`config.mk`:
```
export PLATFORM = sky130hd
export DESIGN_NAME = pedestrian_clearance_countdown
export DESIGN_NICKNAME = d
export VERILOG_FILES = /design/src/logic/countdown_pkg.sv /design/src/logic/second_tick.sv /design/src/logic/pedestrian_clearance_countdown.sv
export SDC_FILE = /design/constraint.sdc
export NUM_CORES = 1
export LEC_CHECK = 0
export ABC_AREA = 1
export ABC_CLOCK_PERIOD_IN_PS = 4100
export BUFFER_PORTS_ARGS = -buffer_cell sky130_fd_sc_hd__buf_2
export CAP_MARGIN = 20
export CELL_PAD_IN_SITES_DETAIL_PLACEMENT = 1
export CELL_PAD_IN_SITES_GLOBAL_PLACEMENT = 1
export CORE_ASPECT_RATIO = 0.75
export CORE_MARGIN = 2
export CORE_UTILIZATION = 48
export DETAILED_ROUTE_END_ITERATION = 8
export PLACE_DENSITY_LB_ADDON = 0.1
export SYNTH_ARGS = -nofsm -noshare
export SYNTH_HDL_FRONTEND = slang
export SYNTH_SLANG_ARGS = --single-unit
```
`constraint.sdc`:
```
create_clock -name ref_clk -period 4.1 [get_ports ref_clk]
set_clock_uncertainty 0.1 [all_clocks]
set_input_delay 0.615 -clock ref_clk [delete_from_list [all_inputs] [get_ports ref_clk]]
set_output_delay 0.615 -clock ref_clk [all_outputs]
set_load 0.01 [all_outputs]
```
`src/logic/countdown_pkg.sv`:
```
// constants and types shared by the pedestrian clearance countdown
package countdown_pkg;

    // clock rate and the derived cycle counts
    localparam int unsigned CLK_KHZ    = 100_000;
    localparam int unsigned SEC_MS     = 1000;
    localparam int unsigned STEADY_MS  = 1000;
    localparam int unsigned DARK_MS    = 1000;
    localparam int unsigned LOSS_MS    = 1500;
    localparam int unsigned SEC_CYC    = SEC_MS * CLK_KHZ;
    localparam int unsigned STEADY_CYC = STEADY_MS * CLK_KHZ;
    localparam int unsigned DARK_CYC   = DARK_MS * CLK_KHZ;
    localparam int unsigned LOSS_CYC   = LOSS_MS * CLK_KHZ;

    // widths
    localparam int unsigned CNT_W = 28;
    localparam int unsigned SEC_W = 8;
    localparam int unsigned SEG_W = 7;

    // seconds values
    localparam logic [SEC_W-1:0] TOL_SEC  = 8'h01;
    localparam logic [SEC_W-1:0] DISP_MAX = 8'h63;
    localparam logic [SEC_W-1:0] SEC_ZERO = 8'h00;
    localparam logic [SEC_W-1:0] SEC_ONE  = 8'h01;
    localparam logic [SEC_W-1:0] SEC_TEN  = 8'h0a;

    // segment patterns, bit order g f e d c b a
    localparam logic [SEG_W-1:0] SEG_OFF = 7'h00;

    typedef enum logic [1:0] {
        PH_OFF,
        PH_WALK,
        PH_FLASH
    } phase_e;

endpackage

```
`src/logic/second_tick.sv`:
```
// restartable one-second tick generator
`timescale 1ns/1ps
module second_tick #(
    parameter int unsigned PERIOD = countdown_pkg::SEC_CYC
) (
    input  wire logic ref_clk,
    input  wire logic rst_b,
    input  wire logic restart,
    output logic      tick
);

    typedef struct packed {
        logic [countdown_pkg::CNT_W-1:0] cnt;
        logic                            tick;
    } tick_s;

    tick_s st_ff;
    tick_s nxt_st;

    always_comb
    begin
        nxt_st = st_ff;
        nxt_st.tick = 1'b0;
        // restart wins so a phase edge always starts a whole second
        if (restart)
        begin
            nxt_st.cnt = '0;
        end
        else if (st_ff.cnt == countdown_pkg::CNT_W'(PERIOD - 1))
        begin
            nxt_st.cnt = '0;
            nxt_st.tick = 1'b1;
        end
        else
        begin
            nxt_st.cnt = st_ff.cnt + countdown_pkg::CNT_W'(1);
        end
    end

    always_ff @(posedge ref_clk or negedge rst_b)
    begin
        if (!rst_b)
        begin
            st_ff <= '0;
        end
        else
        begin
            st_ff <= nxt_st;
        end
    end

    assign tick = st_ff.tick;

endmodule

```
`src/logic/pedestrian_clearance_countdown.sv`:
```
// pedestrian clearance countdown: learns the flashing-hand time and shows it
//
// Contract
// (RL1) count down learned time from flashing hand start; zero and blank at steady hand
// (RL2) one behaviour only: clearance countdown, no other display modes
// (RL3) no user inputs alter timing; all timing comes from observed indications
// (RL4) after power-up one automatic learning cycle with digits dark
// (RL5) timing change blanks digits at once, then one dark cycle relearns
// (RL6) walk cut short: follow to flashing hand and count from its start
// (RL7) preemption during flashing hand: keep counting without pause or restart
// (RL8) cycle after preemption uses learned timing; preemption is no timing change
// (RL9) steady hand before zero, or both symbols dark: stop timing, digits dark
// (RL10) supply loss over 1.5 s keeps digits dark for one whole cycle
// (RL11) remaining time shown on tens and units seven-segment digits
// (RL12) constant drive whenever powered, no dimming
// (RL13) supply loss turns all segment outputs off immediately
// (RL14) flashing-hand time measured in whole seconds; count decrements once a second
`timescale 1ns/1ps
module pedestrian_clearance_countdown #(
    parameter int unsigned SEC_CYC    = countdown_pkg::SEC_CYC,
    parameter int unsigned STEADY_CYC = countdown_pkg::STEADY_CYC,
    parameter int unsigned DARK_CYC   = countdown_pkg::DARK_CYC,
    parameter int unsigned LOSS_CYC   = countdown_pkg::LOSS_CYC
) (
    input  wire logic                            ref_clk,
    input  wire logic                            rst_b,
    input  wire logic                            walk_lamp,
    input  wire logic                            hand_lamp,
    input  wire logic                            supply_ok,
    output logic [countdown_pkg::SEG_W-1:0]      seg_tens,
    output logic [countdown_pkg::SEG_W-1:0]      seg_units
);

    typedef struct packed {
        countdown_pkg::phase_e                ph;
        logic                                 learned;
        logic                                 measuring;
        logic                                 preempt;
        logic                                 show;
        logic                                 walk_prev;
        logic                                 hand_prev;
        logic [countdown_pkg::SEC_W-1:0]      walk_len;
        logic [countdown_pkg::SEC_W-1:0]      flash_len;
        logic [countdown_pkg::SEC_W-1:0]      walk_sec;
        logic [countdown_pkg::SEC_W-1:0]      flash_sec;
        logic [countdown_pkg::SEC_W-1:0]      last_rise;
        logic [countdown_pkg::SEC_W-1:0]      count;
        logic [countdown_pkg::CNT_W-1:0]      on_cnt;
        logic [countdown_pkg::CNT_W-1:0]      off_cnt;
        logic [countdown_pkg::CNT_W-1:0]      loss_cnt;
        logic [countdown_pkg::SEG_W-1:0]      seg_tens;
        logic [countdown_pkg::SEG_W-1:0]      seg_units;
    } state_s;

    state_s st_ff;
    state_s nxt_st;
    logic   tick;
    logic   walk_rise;
    logic   flash_start;
    logic   restart;

    function automatic logic [countdown_pkg::SEC_W-1:0] sat_inc8(
        input logic [countdown_pkg::SEC_W-1:0] v
    );
        return (v == '1) ? v : v + countdown_pkg::SEC_ONE;
    endfunction

    function automatic logic [countdown_pkg::CNT_W-1:0] sat_inc28(
        input logic [countdown_pkg::CNT_W-1:0] v
    );
        return (v == '1) ? v : v + countdown_pkg::CNT_W'(1);
    endfunction

    // differences of one second are jitter between lamp edges and the tick
    function automatic logic differs(
        input logic [countdown_pkg::SEC_W-1:0] a,
        input logic [countdown_pkg::SEC_W-1:0] b
    );
        logic [countdown_pkg::SEC_W-1:0] d;
        d = (a > b) ? a - b : b - a;
        return d > countdown_pkg::TOL_SEC;
    endfunction

    function automatic logic [countdown_pkg::SEG_W-1:0] seg7(
        input logic [3:0] d
    );
        logic [countdown_pkg::SEG_W-1:0] s;
        case (d)
            4'h0: s = 7'h3f;
            4'h1: s = 7'h06;
            4'h2: s = 7'h5b;
            4'h3: s = 7'h4f;
            4'h4: s = 7'h66;
            4'h5: s = 7'h6d;
            4'h6: s = 7'h7d;
            4'h7: s = 7'h07;
            4'h8: s = 7'h7f;
            4'h9: s = 7'h6f;
            default: s = countdown_pkg::SEG_OFF;
        endcase
        return s;
    endfunction

    // longer clearances than two digits hold at 99
    function automatic logic [countdown_pkg::SEC_W-1:0] clamp99(
        input logic [countdown_pkg::SEC_W-1:0] v
    );
        return (v > countdown_pkg::DISP_MAX) ? countdown_pkg::DISP_MAX : v;
    endfunction

    // (RL3) timing from lamps only
    assign walk_rise   = walk_lamp & ~st_ff.walk_prev;
    assign flash_start = (st_ff.ph == countdown_pkg::PH_WALK) & ~walk_lamp & hand_lamp & supply_ok;
    assign restart     = walk_rise | flash_start;

    // (RL14) whole-second timebase
    second_tick #(
        .PERIOD (SEC_CYC)
    ) u_tick (
        .ref_clk (ref_clk),
        .rst_b   (rst_b),
        .restart (restart),
        .tick    (tick)
    );

    always_comb
    begin
        logic                            steady;
        logic                            dark;
        logic                            hand_rise;
        logic                            change;
        logic [countdown_pkg::SEC_W-1:0] disp;
        nxt_st = st_ff;
        steady = st_ff.on_cnt >= countdown_pkg::CNT_W'(STEADY_CYC);
        dark = st_ff.off_cnt >= countdown_pkg::CNT_W'(DARK_CYC);
        hand_rise = hand_lamp & ~st_ff.hand_prev;
        change = 1'b0;
        disp = countdown_pkg::SEC_ZERO;
        nxt_st.walk_prev = walk_lamp;
        nxt_st.hand_prev = hand_lamp;
        nxt_st.on_cnt = hand_lamp ? sat_inc28(st_ff.on_cnt) : '0;
        nxt_st.off_cnt = (!hand_lamp && !walk_lamp) ? sat_inc28(st_ff.off_cnt) : '0;
        if (!supply_ok)
        begin
            // (RL13) dark at once on supply loss
            nxt_st.loss_cnt = sat_inc28(st_ff.loss_cnt);
            nxt_st.ph = countdown_pkg::PH_OFF;
            nxt_st.show = 1'b0;
        end
        else
        begin
            nxt_st.loss_cnt = '0;
            if (st_ff.loss_cnt > countdown_pkg::CNT_W'(LOSS_CYC))
            begin
                // (RL10) long outage forgets timing
                nxt_st.learned = 1'b0;
                nxt_st.measuring = 1'b0;
                nxt_st.ph = countdown_pkg::PH_OFF;
                nxt_st.show = 1'b0;
            end
            else if (walk_rise)
            begin
                // (RL4) unlearned cycles are measured dark
                nxt_st.ph = countdown_pkg::PH_WALK;
                nxt_st.walk_sec = countdown_pkg::SEC_ZERO;
                nxt_st.show = 1'b0;
                nxt_st.measuring = ~st_ff.learned;
            end
            else
            begin
                case (st_ff.ph)
                    countdown_pkg::PH_WALK:
                    begin
                        if (dark)
                        begin
                            nxt_st.ph = countdown_pkg::PH_OFF;
                        end
                        else if (flash_start)
                        begin
                            // (RL6) flash start ends walk, even a short one
                            nxt_st.ph = countdown_pkg::PH_FLASH;
                            nxt_st.flash_sec = countdown_pkg::SEC_ZERO;
                            nxt_st.last_rise = countdown_pkg::SEC_ZERO;
                            // (RL8) short walk marks a preempted cycle
                            nxt_st.preempt = st_ff.learned && (st_ff.walk_sec < st_ff.walk_len)
                                             && differs(st_ff.walk_sec, st_ff.walk_len);
                            // (RL1) load learned clearance
                            nxt_st.count = st_ff.learned ? st_ff.flash_len : countdown_pkg::SEC_ZERO;
                            nxt_st.show = st_ff.learned;
                        end
                        else
                        begin
                            if (tick)
                            begin
                                nxt_st.walk_sec = sat_inc8(st_ff.walk_sec);
                            end
                            // (RL5) walk grew longer
                            if (st_ff.learned && st_ff.walk_sec > st_ff.walk_len
                                && differs(st_ff.walk_sec, st_ff.walk_len))
                            begin
                                change = 1'b1;
                            end
                        end
                    end
                    countdown_pkg::PH_FLASH:
                    begin
                        if (dark)
                        begin
                            // (RL9) both symbols dark
                            nxt_st.ph = countdown_pkg::PH_OFF;
                            nxt_st.show = 1'b0;
                        end
                        else if (steady)
                        begin
                            // (RL9) steady hand stops timing and blanks
                            nxt_st.ph = countdown_pkg::PH_OFF;
                            nxt_st.show = 1'b0;
                            if (st_ff.measuring)
                            begin
                                // (RL14) store learned whole seconds
                                nxt_st.walk_len = st_ff.walk_sec;
                                nxt_st.flash_len = st_ff.last_rise;
                                nxt_st.learned = 1'b1;
                                nxt_st.measuring = 1'b0;
                            end
                            // (RL8) preempted cycle never relearns from a short flash
                            else if (st_ff.learned && !st_ff.preempt
                                     && differs(st_ff.last_rise, st_ff.flash_len))
                            begin
                                change = 1'b1;
                            end
                        end
                        else
                        begin
                            // a rise on a whole second lands one edge before its own tick
                            if (hand_rise)
                            begin
                                nxt_st.last_rise = sat_inc8(st_ff.flash_sec);
                            end
                            // (RL7) counting never paused inside the flash
                            if (tick)
                            begin
                                nxt_st.flash_sec = sat_inc8(st_ff.flash_sec);
                                if (st_ff.count != countdown_pkg::SEC_ZERO)
                                begin
                                    nxt_st.count = st_ff.count - countdown_pkg::SEC_ONE;
                                end
                            end
                            // (RL5) flash outlasted the learned time
                            if (st_ff.learned && st_ff.flash_sec > st_ff.flash_len
                                && differs(st_ff.flash_sec, st_ff.flash_len))
                            begin
                                change = 1'b1;
                            end
                        end
                    end
                    default:
                    begin
                        nxt_st.show = 1'b0;
                    end
                endcase
            end
            if (change)
            begin
                // (RL5) blank now, relearn on next full cycle
                nxt_st.learned = 1'b0;
                nxt_st.measuring = 1'b0;
                nxt_st.show = 1'b0;
            end
        end
        // (RL2) single countdown view, nothing else selectable
        disp = clamp99(nxt_st.count);
        // (RL11) tens blank when zero, units always lit while shown
        if (nxt_st.show && supply_ok)
        begin
            nxt_st.seg_units = seg7(4'(disp % countdown_pkg::SEC_TEN));
            nxt_st.seg_tens = (disp < countdown_pkg::SEC_TEN) ? countdown_pkg::SEG_OFF
                              : seg7(4'(disp / countdown_pkg::SEC_TEN));
        end
        else
        begin
            nxt_st.seg_units = countdown_pkg::SEG_OFF;
            nxt_st.seg_tens = countdown_pkg::SEG_OFF;
        end
    end

    always_ff @(posedge ref_clk or negedge rst_b)
    begin
        if (!rst_b)
        begin
            st_ff <= '0;
        end
        else
        begin
            st_ff <= nxt_st;
        end
    end

    // (RL12) static levels, no pwm, so drive never dims
    assign seg_tens  = st_ff.seg_tens;
    assign seg_units = st_ff.seg_units;

endmodule

```
==> results of run 1 <==
[final cells by class]
class / count / area, µm²
Clock buffer: 20 / 467
Tap cell: 338 / 423
Sequential cell: 183 / 4580
Clock inverter: 12 / 118
Inverter: 261 / 987
Timing Repair Buffer: 104 / 772
Fill cell: 3179 / 10800
Multi-Input combinational cell: 1180 / 6960
[Yosys cell counts, types with 9 or more instances]
master	n	area share, %
nand2_1	288	8.8
inv_1	237	7.2
nor2_1	219	6.7
dfrtp_1	183	37
o21ai_0	116	4.7
a21oi_1	101	4.1
nand3_1	78	3.2
nor3_1	71	2.9
ha_1	69	7.0
nand4_1	41	2.1
inv_2	21	0.64
xor2_1	19	1.4
clkbuf_1	18	0.55
a211oi_1	15	0.91
nor4_1	15	0.76
buf_4	14	0.85
nand2_2	14	0.71
nand2_4	10	0.91
nor2_2	10	0.51
a31oi_1	9	0.46
mux2i_1	9	0.73
[worst reg2reg max path: cells and delay by family (launching register included)]
| kind | cells | cell delay (ns) |
|---|---|---|
| AND/OR/NAND/NOR | 24 | 2.25 |
| buffers and inverters | 9 | 0.86 |
| flip-flops | 1 | 0.37 |
| adder cells (fa/ha/maj) | 2 | 0.36 |
| AO/OA/AOI/OAI | 2 | 0.25 |
[cells in the final DEF (no fill, tap or decap), types with 6 or more instances in the layout]
master | Yosys | routed
nor3_1 | 71 | 67
dfrtp_1 | 183 | 179
inv_2 | 21 | 29
nand3_2 | 4 | 11
o22ai_1 | 8 | 8
nand2_4 | 10 | 19
mux2i_1 | 9 | 7
nand3_1 | 78 | 69
nand4_1 | 41 | 41
a21oi_2 | 1 | 6
a211oi_1 | 15 | 15
fa_1 | 6 | 6
ha_1 | 69 | 62
a31oi_1 | 9 | 9
nor2_1 | 219 | 203
a21oi_1 | 101 | 96
nand2_2 | 14 | 23
nor2_4 | 2 | 9
inv_1 | 237 | 226
nand2_1 | 288 | 270
buf_4 | 14 | 81
o21ai_0 | 116 | 112
xor2_1 | 19 | 19
o211ai_1 | 8 | 8
ha_4 | 0 | 6
clkbuf_16 | 0 | 17
nor4_1 | 15 | 13
buf_2 | 4 | 17
nor2_2 | 10 | 19
[sequential cells by signal, summed over array words and instances, names as in the netlist]
name / count
seg_units: 7
u_tick.tick: 1
st_ff: 140
seg_tens: 7
u_tick.st_ff: 28
[repair_timing]
item | in CTS | in global routing
setup buffers | 2 | 24
pin swaps | 4 | 52
setup endpoints to repair | 13 | 20
hold buffers | 0 | 0
cloned | 0 | 0
hold endpoints to repair | 0 | 0
resized for setup | 13 | 104
[power breakdown]
part | total (mW) | internal (mW) | switching, mW
clock | 1.67 | 0.895 | 0.770
combinational | 3.15 | 1.13 | 2.02
sequential | 1.94 | 1.87 | 0.0734
total | 6.76 | 3.89 | 2.87
[final timing paths]
path / startpoint / endpoint / slack [ns] / cells after the start
min reg2reg: u_tick.st_ff[1] / u_tick.st_ff[1] / 0.37 / 1
max in group asynchronous: rst_b / st_ff[95] / 2.91 / 2
max: st_ff[153] / seg_units[2] / -0.23 / 37
max reg2reg: st_ff[153] / seg_units[2] / -0.23 / 37
min: rst_b / st_ff[42] / 0.04 / 1
min in group ref_clk: walk_lamp / st_ff[147] / 0.25 / 1
[cell families after synthesis]
kind of cell    after synthesis  synth area share [%]
simple gates                771                  28.6
xor+xnor                     24                  1.71
buf+inv                     298                  9.63
compound gates              299                  14.0
mux                          11                 0.914
flops                       183                  37.2
fa+ha+maj                    75                  7.98
[through the flow]
step	hold slack, ns	instances	TNS [ns]	power [mW]	cell area (µm²)
floorplan	0.219	1661	0	3.63	12300
global placement	0.356	2040	0	4.15	13100
detailed placement	0.367	2040	-0.568	4.24	13100
CTS	0.0650	2074	0	5.98	13800
global route	0.0844	2098	-5.21	7.12	14300
finish	0.0370	2098	-1.65	6.76	14300
[layer usage]
| layer | wire (µm) | part of all wire, % |
|---|---|---|
| met2 | 17500 | 47 |
| met1 | 17900 | 48 |
| met5 | 0 | 0 |
| met3 | 1060 | 2.9 |
| met4 | 767 | 2.1 |
==> summary.txt, run 1 <==
Run status
  • Status: complete, but fails checks
  • Failing checks: setup timing

Global routing
  • First-pass GRT wire length: ~58000 µm
  • Gr usage total: 26.6%
  • Vias in the first global route: 11.8k
  • Grt met3 use: between 3 and 4%
  • GRT overflow: 0
  • Grt peak-use layer: met2
  • Initial antenna violation count: 0
  • Pin count of the biggest net entering global routing: 68
  • Met1 Resource Use GR: a little under two fifths
  • Met2 usage: a little over two fifths

Worst setup path
  • CP top delay family: simple AND/OR/NAND/NOR gates
  • Crit path required time: approximately 4.3 ns
  • Slowest CP cell: dfrtp_1
  • CP peak stage delay: 0.37 ns
  • CP arrival: 4.56 ns
  • Worst path bufs/invs: 9
  • Crit. End Element: flop
  • Critical Path Most Common Cell: nand2_1
  • CP startpoint kind: flop
  • Crit Path Max Fanout: 7
  • WS Path Type: reg -> reg

Logic synthesis
  • #FFs+latches synth: between 150 and 200
  • Mapped Area: approximately 0.012 mm²
  • Post-synthesis cell count: 1661
  • Seq/Total Area, Yosys: about 37%
  • Post-Syn Area per Cell: 7.42 µm²
  • FFs w/ async S/R, synth: 100%
  • Synth warn: 0
  • Post-synth EDFFs: 0
  • Main synth FF type: dfrtp_1
  • Syn Nets: 1741
  • Yosys cell types: 63

Layout
  • Final #Nets: approximately 1.8k
  • Share of cells above drive strength 1: 16.8%
  • Area grow syn2layout: 16.1%
  • Diode count: 0
  • Layout Utilization: about 57%

Placed design
  • GPL Wtd Cong: roughly 0.9
  • Port bufs: 18
  • Post-DP HPWL: about 26000 µm
  • Pre-CTS worst setup slack: -0.109 ns

Timing
  • Final setup viols: 12
  • Max-slew violation count: 0
  • Period Utilization, post-route: 106%
  • RSZ-0062 raised after global routing: true
  • Least-Margin Pin Slew: 0.745 ns
  • Setup WS post-layout: -0.232 ns
  • Fin crit period: 4.33 ns
  • Slew margin rel.: between 50% and 60%
  • Fmax: ~230 MHz
  • Fin. Hold Viols: 0

Routing
  • Routed Antenna Nets: 0
  • Detailed-route vias per instance: between 5 and 6
  • Initial drt markers: approximately 670
  • Post-Route WL: 37200 µm
  • 1st-pass router iterations: 5
  • DRC Markers: 0
  • WL/cell: about 18 µm
  • Vias: around 12k

Hold path
  • Hold Path Class: in -> async

Floorplanning
  • DIE WIDTH: roughly 190 µm
  • Starting Density: 49.1%
  • Core Footprint: ~0.025 mm²
  • Die area: roughly 0.027 mm²
  • Row count: 50
  • Die H: 143 µm
  • I/O pin cnt: 19

Pwr
  • VDD IR-drop max: roughly 0.54 mV
  • P_leak: slightly below 7 nW
  • PD cells: around 470 mW/mm²

Clock tree
  • Clk root buf: clkbuf_16
  • CTS tree: built
  • CTS buffer count: 17
  • H-tree lvl count: 4
  • Clk_lat worst skew: roughly 0.45 ns
  • Clk pin slew, worst setup/hold paths: approximately 0.080 ns
  • Clk sinks: 183
  • CTS Buffer Depth: 2

Flow run
  • Max Cap Viol: 0
Note: power is estimated with default switching activity, not from simulation.
==> inputs of run 2 (changes only) <==
Settings changed: ABC_CLOCK_PERIOD_IN_PS 4100 to 4200, SKIP_CTS_REPAIR_TIMING set to 1.
Clock period 4.1 ns to 4.2 ns, I/O delays scaled along.
==> run 2 against run 1 <==
  * The flow still finishes with violations (setup timing)
  * Worst setup slack worse by 0.12 ns
  * Critical path depth down 4
  * Sequential share of layout area down 0.096 points
  * Count of clock-buffer cells in the layout unchanged
  * Register-to-register slack worse by 0.12 ns
  * Sequential power down 3%
  * Final cell count down 0.19%
  * Fmax down 4.8%
  * Design area up 0.25%
  * Global-route usage about the same
  * Utilization up 0.14 points
  * Die area unchanged
==> summary.txt, run 2 (same netlist as run 1, synthesis figures left out) <==
Run status
  • Status: complete, but fails checks
  • Failing checks: setup timing

Layout
  • Share of cells above drive strength 1: 15.8% (-1.0 points)
  • Area grow syn2layout: 16.4%
  • Most frequent cells in the layout: nand2_1 (272), inv_1 (229), nor2_1 (205)
  • Registers with the most flip-flops: st_ff x140, u_tick.st_ff x28
  • Final #Nets: 1823 (-0.22%)
  • Max FFs per register: 140 (unchanged)
  • Multi-input logic area: 0.00697 mm² (+0.22%)
  • Diode count: 0 (unchanged)
  • Commonest non-fill, non-tap cell in the layout: nand2_1
  • Fillcell total: 3190 (+0.35%)
  • Most flops, register: st_ff
  • Layout Utilization: 57.2% (+0.14 points)
  • Reg area: 0.00458 mm² (about the same)
  • Finished Layout Cells: 2094 (-0.19%)

Placed design
  • Post-DP HPWL: 26200 µm (+0.68%)
  • Placed Instances: 2034 (-0.29%)
  • Port bufs: 18 (unchanged)
  • GPL Wtd Cong: 0.877 (-2.7%)

Pwr
  • P_leak: 6.75 nW (-0.39%)
  • PD cells: 508 mW/mm² (+7.6%)
  • Pwr Total: 7.29 mW (+7.9%)
  • VDD IR-drop max: 0.624 mV (+15%)

Worst setup path
  • CP startpoint kind: flop
  • Crit Path Max Fanout: 8 (+1)
  • CP arrival: 4.80 ns (+0.24 ns)
  • Slowest CP cell: dfrtp_1
  • WS Path Type: reg -> reg
  • CP peak stage delay: 0.40 ns (+0.03 ns)
  • Crit. End Element: flop
  • Crit path required time: 4.45 ns (+0.12 ns)
  • Critical Path Most Common Cell: nand2_4

Timing
  • Period Utilization, post-route: 108% (+2.7 points)
  • Fin crit period: 4.55 ns (+0.220 ns)
  • Setup_tns: -3.56 ns (-1.91 ns)
  • Worst hold margin: 0.143 ns (+0.106 ns)
  • RSZ-0062 raised after global routing: true
  • Final setup viols: 14 (+2)
  • Slew margin rel.: 48.4% (-1.8 points)
  • Max-slew violation count: 0 (unchanged)
  • Fmax: 220 MHz (-4.8%)
  • Setup WS post-layout: -0.351 ns (-0.120 ns)
  • Fin. Hold Viols: 0 (unchanged)
  • Least-Margin Pin Slew: 0.774 ns (+0.0285 ns)

Floorplanning
  • Core Footprint: 0.0251 mm² (unchanged)
  • Starting Density: 49.1% (unchanged)
  • Row count: 50 (unchanged)
  • Die area: 0.0270 mm² (unchanged)
  • Die H: 143 µm (unchanged)
  • I/O pin cnt: 19 (unchanged)
  • DIE WIDTH: 189 µm (unchanged)

Clock tree
  • H-tree lvl count: 4 (unchanged)
  • Clk sinks: 183 (unchanged)
  • Clk root buf: clkbuf_16
  • CTS tree: built
  • Clk pin slew, worst setup/hold paths: 0.08 ns (about the same)
  • Clk_lat worst skew: 0.46 ns (about the same)
  • CTS buffer count: 17 (unchanged)
  • CTS Buffer Depth: 2 (unchanged)

Global routing
  • Vias in the first global route: 11.7k (-1.2%)
  • Initial antenna violation count: 0 (unchanged)
  • First-pass GRT wire length: 58300 µm (-0.12%)
  • Pin count of the biggest net entering global routing: 93 (+37%)
  • GRT overflow: 0 (unchanged)
  • Gr usage total: 26.6% (about the same)

Flow run
  • Max Cap Viol: 0 (unchanged)

Routing
  • Routed Antenna Nets: 0 (unchanged)
  • DRC Markers: 0 (unchanged)
  • Vias: 11.7k (+1.4%)
  • Initial drt markers: 685 (+2.1%)
  • 1st-pass router iterations: 5 (unchanged)
  • Post-Route WL: 38800 µm (+4.3%)
  • Detailed-route vias per instance: 5.61 (+1.6%)
  • WL/cell: 18.5 µm (+4.5%)

Hold path
  • Hold Path Class: in -> async
-- run 2: layer usage --
layer / global-route usage (%) / vias to the layer above / share of wire [%]
li1: - / 5634 / -
met1: 37.6 / 5825 / 47
met2: 44.0 / 226 / 48
met3: 3.29 / 63 / 3.3
met4: 5.55 / 0 / 1.9
met5: 0 / - / 0
-- run 2: area by class of cell --
| type | count | area share, % |
|---|---|---|
| Sequential cell | 183 | 31.9 |
| Timing Repair Buffer | 100 | 5.35 |
| Inverter | 261 | 6.97 |
| Tap cell | 338 | 2.95 |
| Clock inverter | 12 | 0.995 |
| Clock buffer | 20 | 3.18 |
| Multi-Input combinational cell | 1180 | 48.6 |
-- run 2: final timing paths --
kind	to	from	depth (start not counted)	slack (ns)
worst max-delay path	seg_units[4]	st_ff[15]	33	-0.35
min in group ref_clk	st_ff[147]	walk_lamp	1	0.25
max in group asynchronous	st_ff[104]	rst_b	2	2.98
worst min register to register	u_tick.st_ff[1]	u_tick.st_ff[1]	1	0.39
worst max register to register	seg_units[4]	st_ff[15]	33	-0.35
worst min-delay path	st_ff[44]	rst_b	1	0.14
-- run 2: report_power, final --
part | internal [mW] | switching, mW
Sequential | 1.82 | 0.0616
Clock | 0.919 | 0.765
Combinational | 1.41 | 2.31
-- run 2: stage by stage --
step	cell area, µm²	setup slack, ns
after floorplan	12300	0.279
after global placement	13100	0.0750
final	14300	-0.351
after global routing	14300	-0.595
after detailed placement	13100	-0.204
after CTS	13700	-0.229
-- run 2: worst max-delay path: cells and delay by family (launching register included) --
family | cells | cell delay, ns
AO/OA/AOI/OAI | 2 | 0.46
adder cells (fa/ha/maj) | 2 | 0.29
buffers and inverters | 7 | 0.78
flip-flops | 1 | 0.40
AND/OR/NAND/NOR | 22 | 2.38
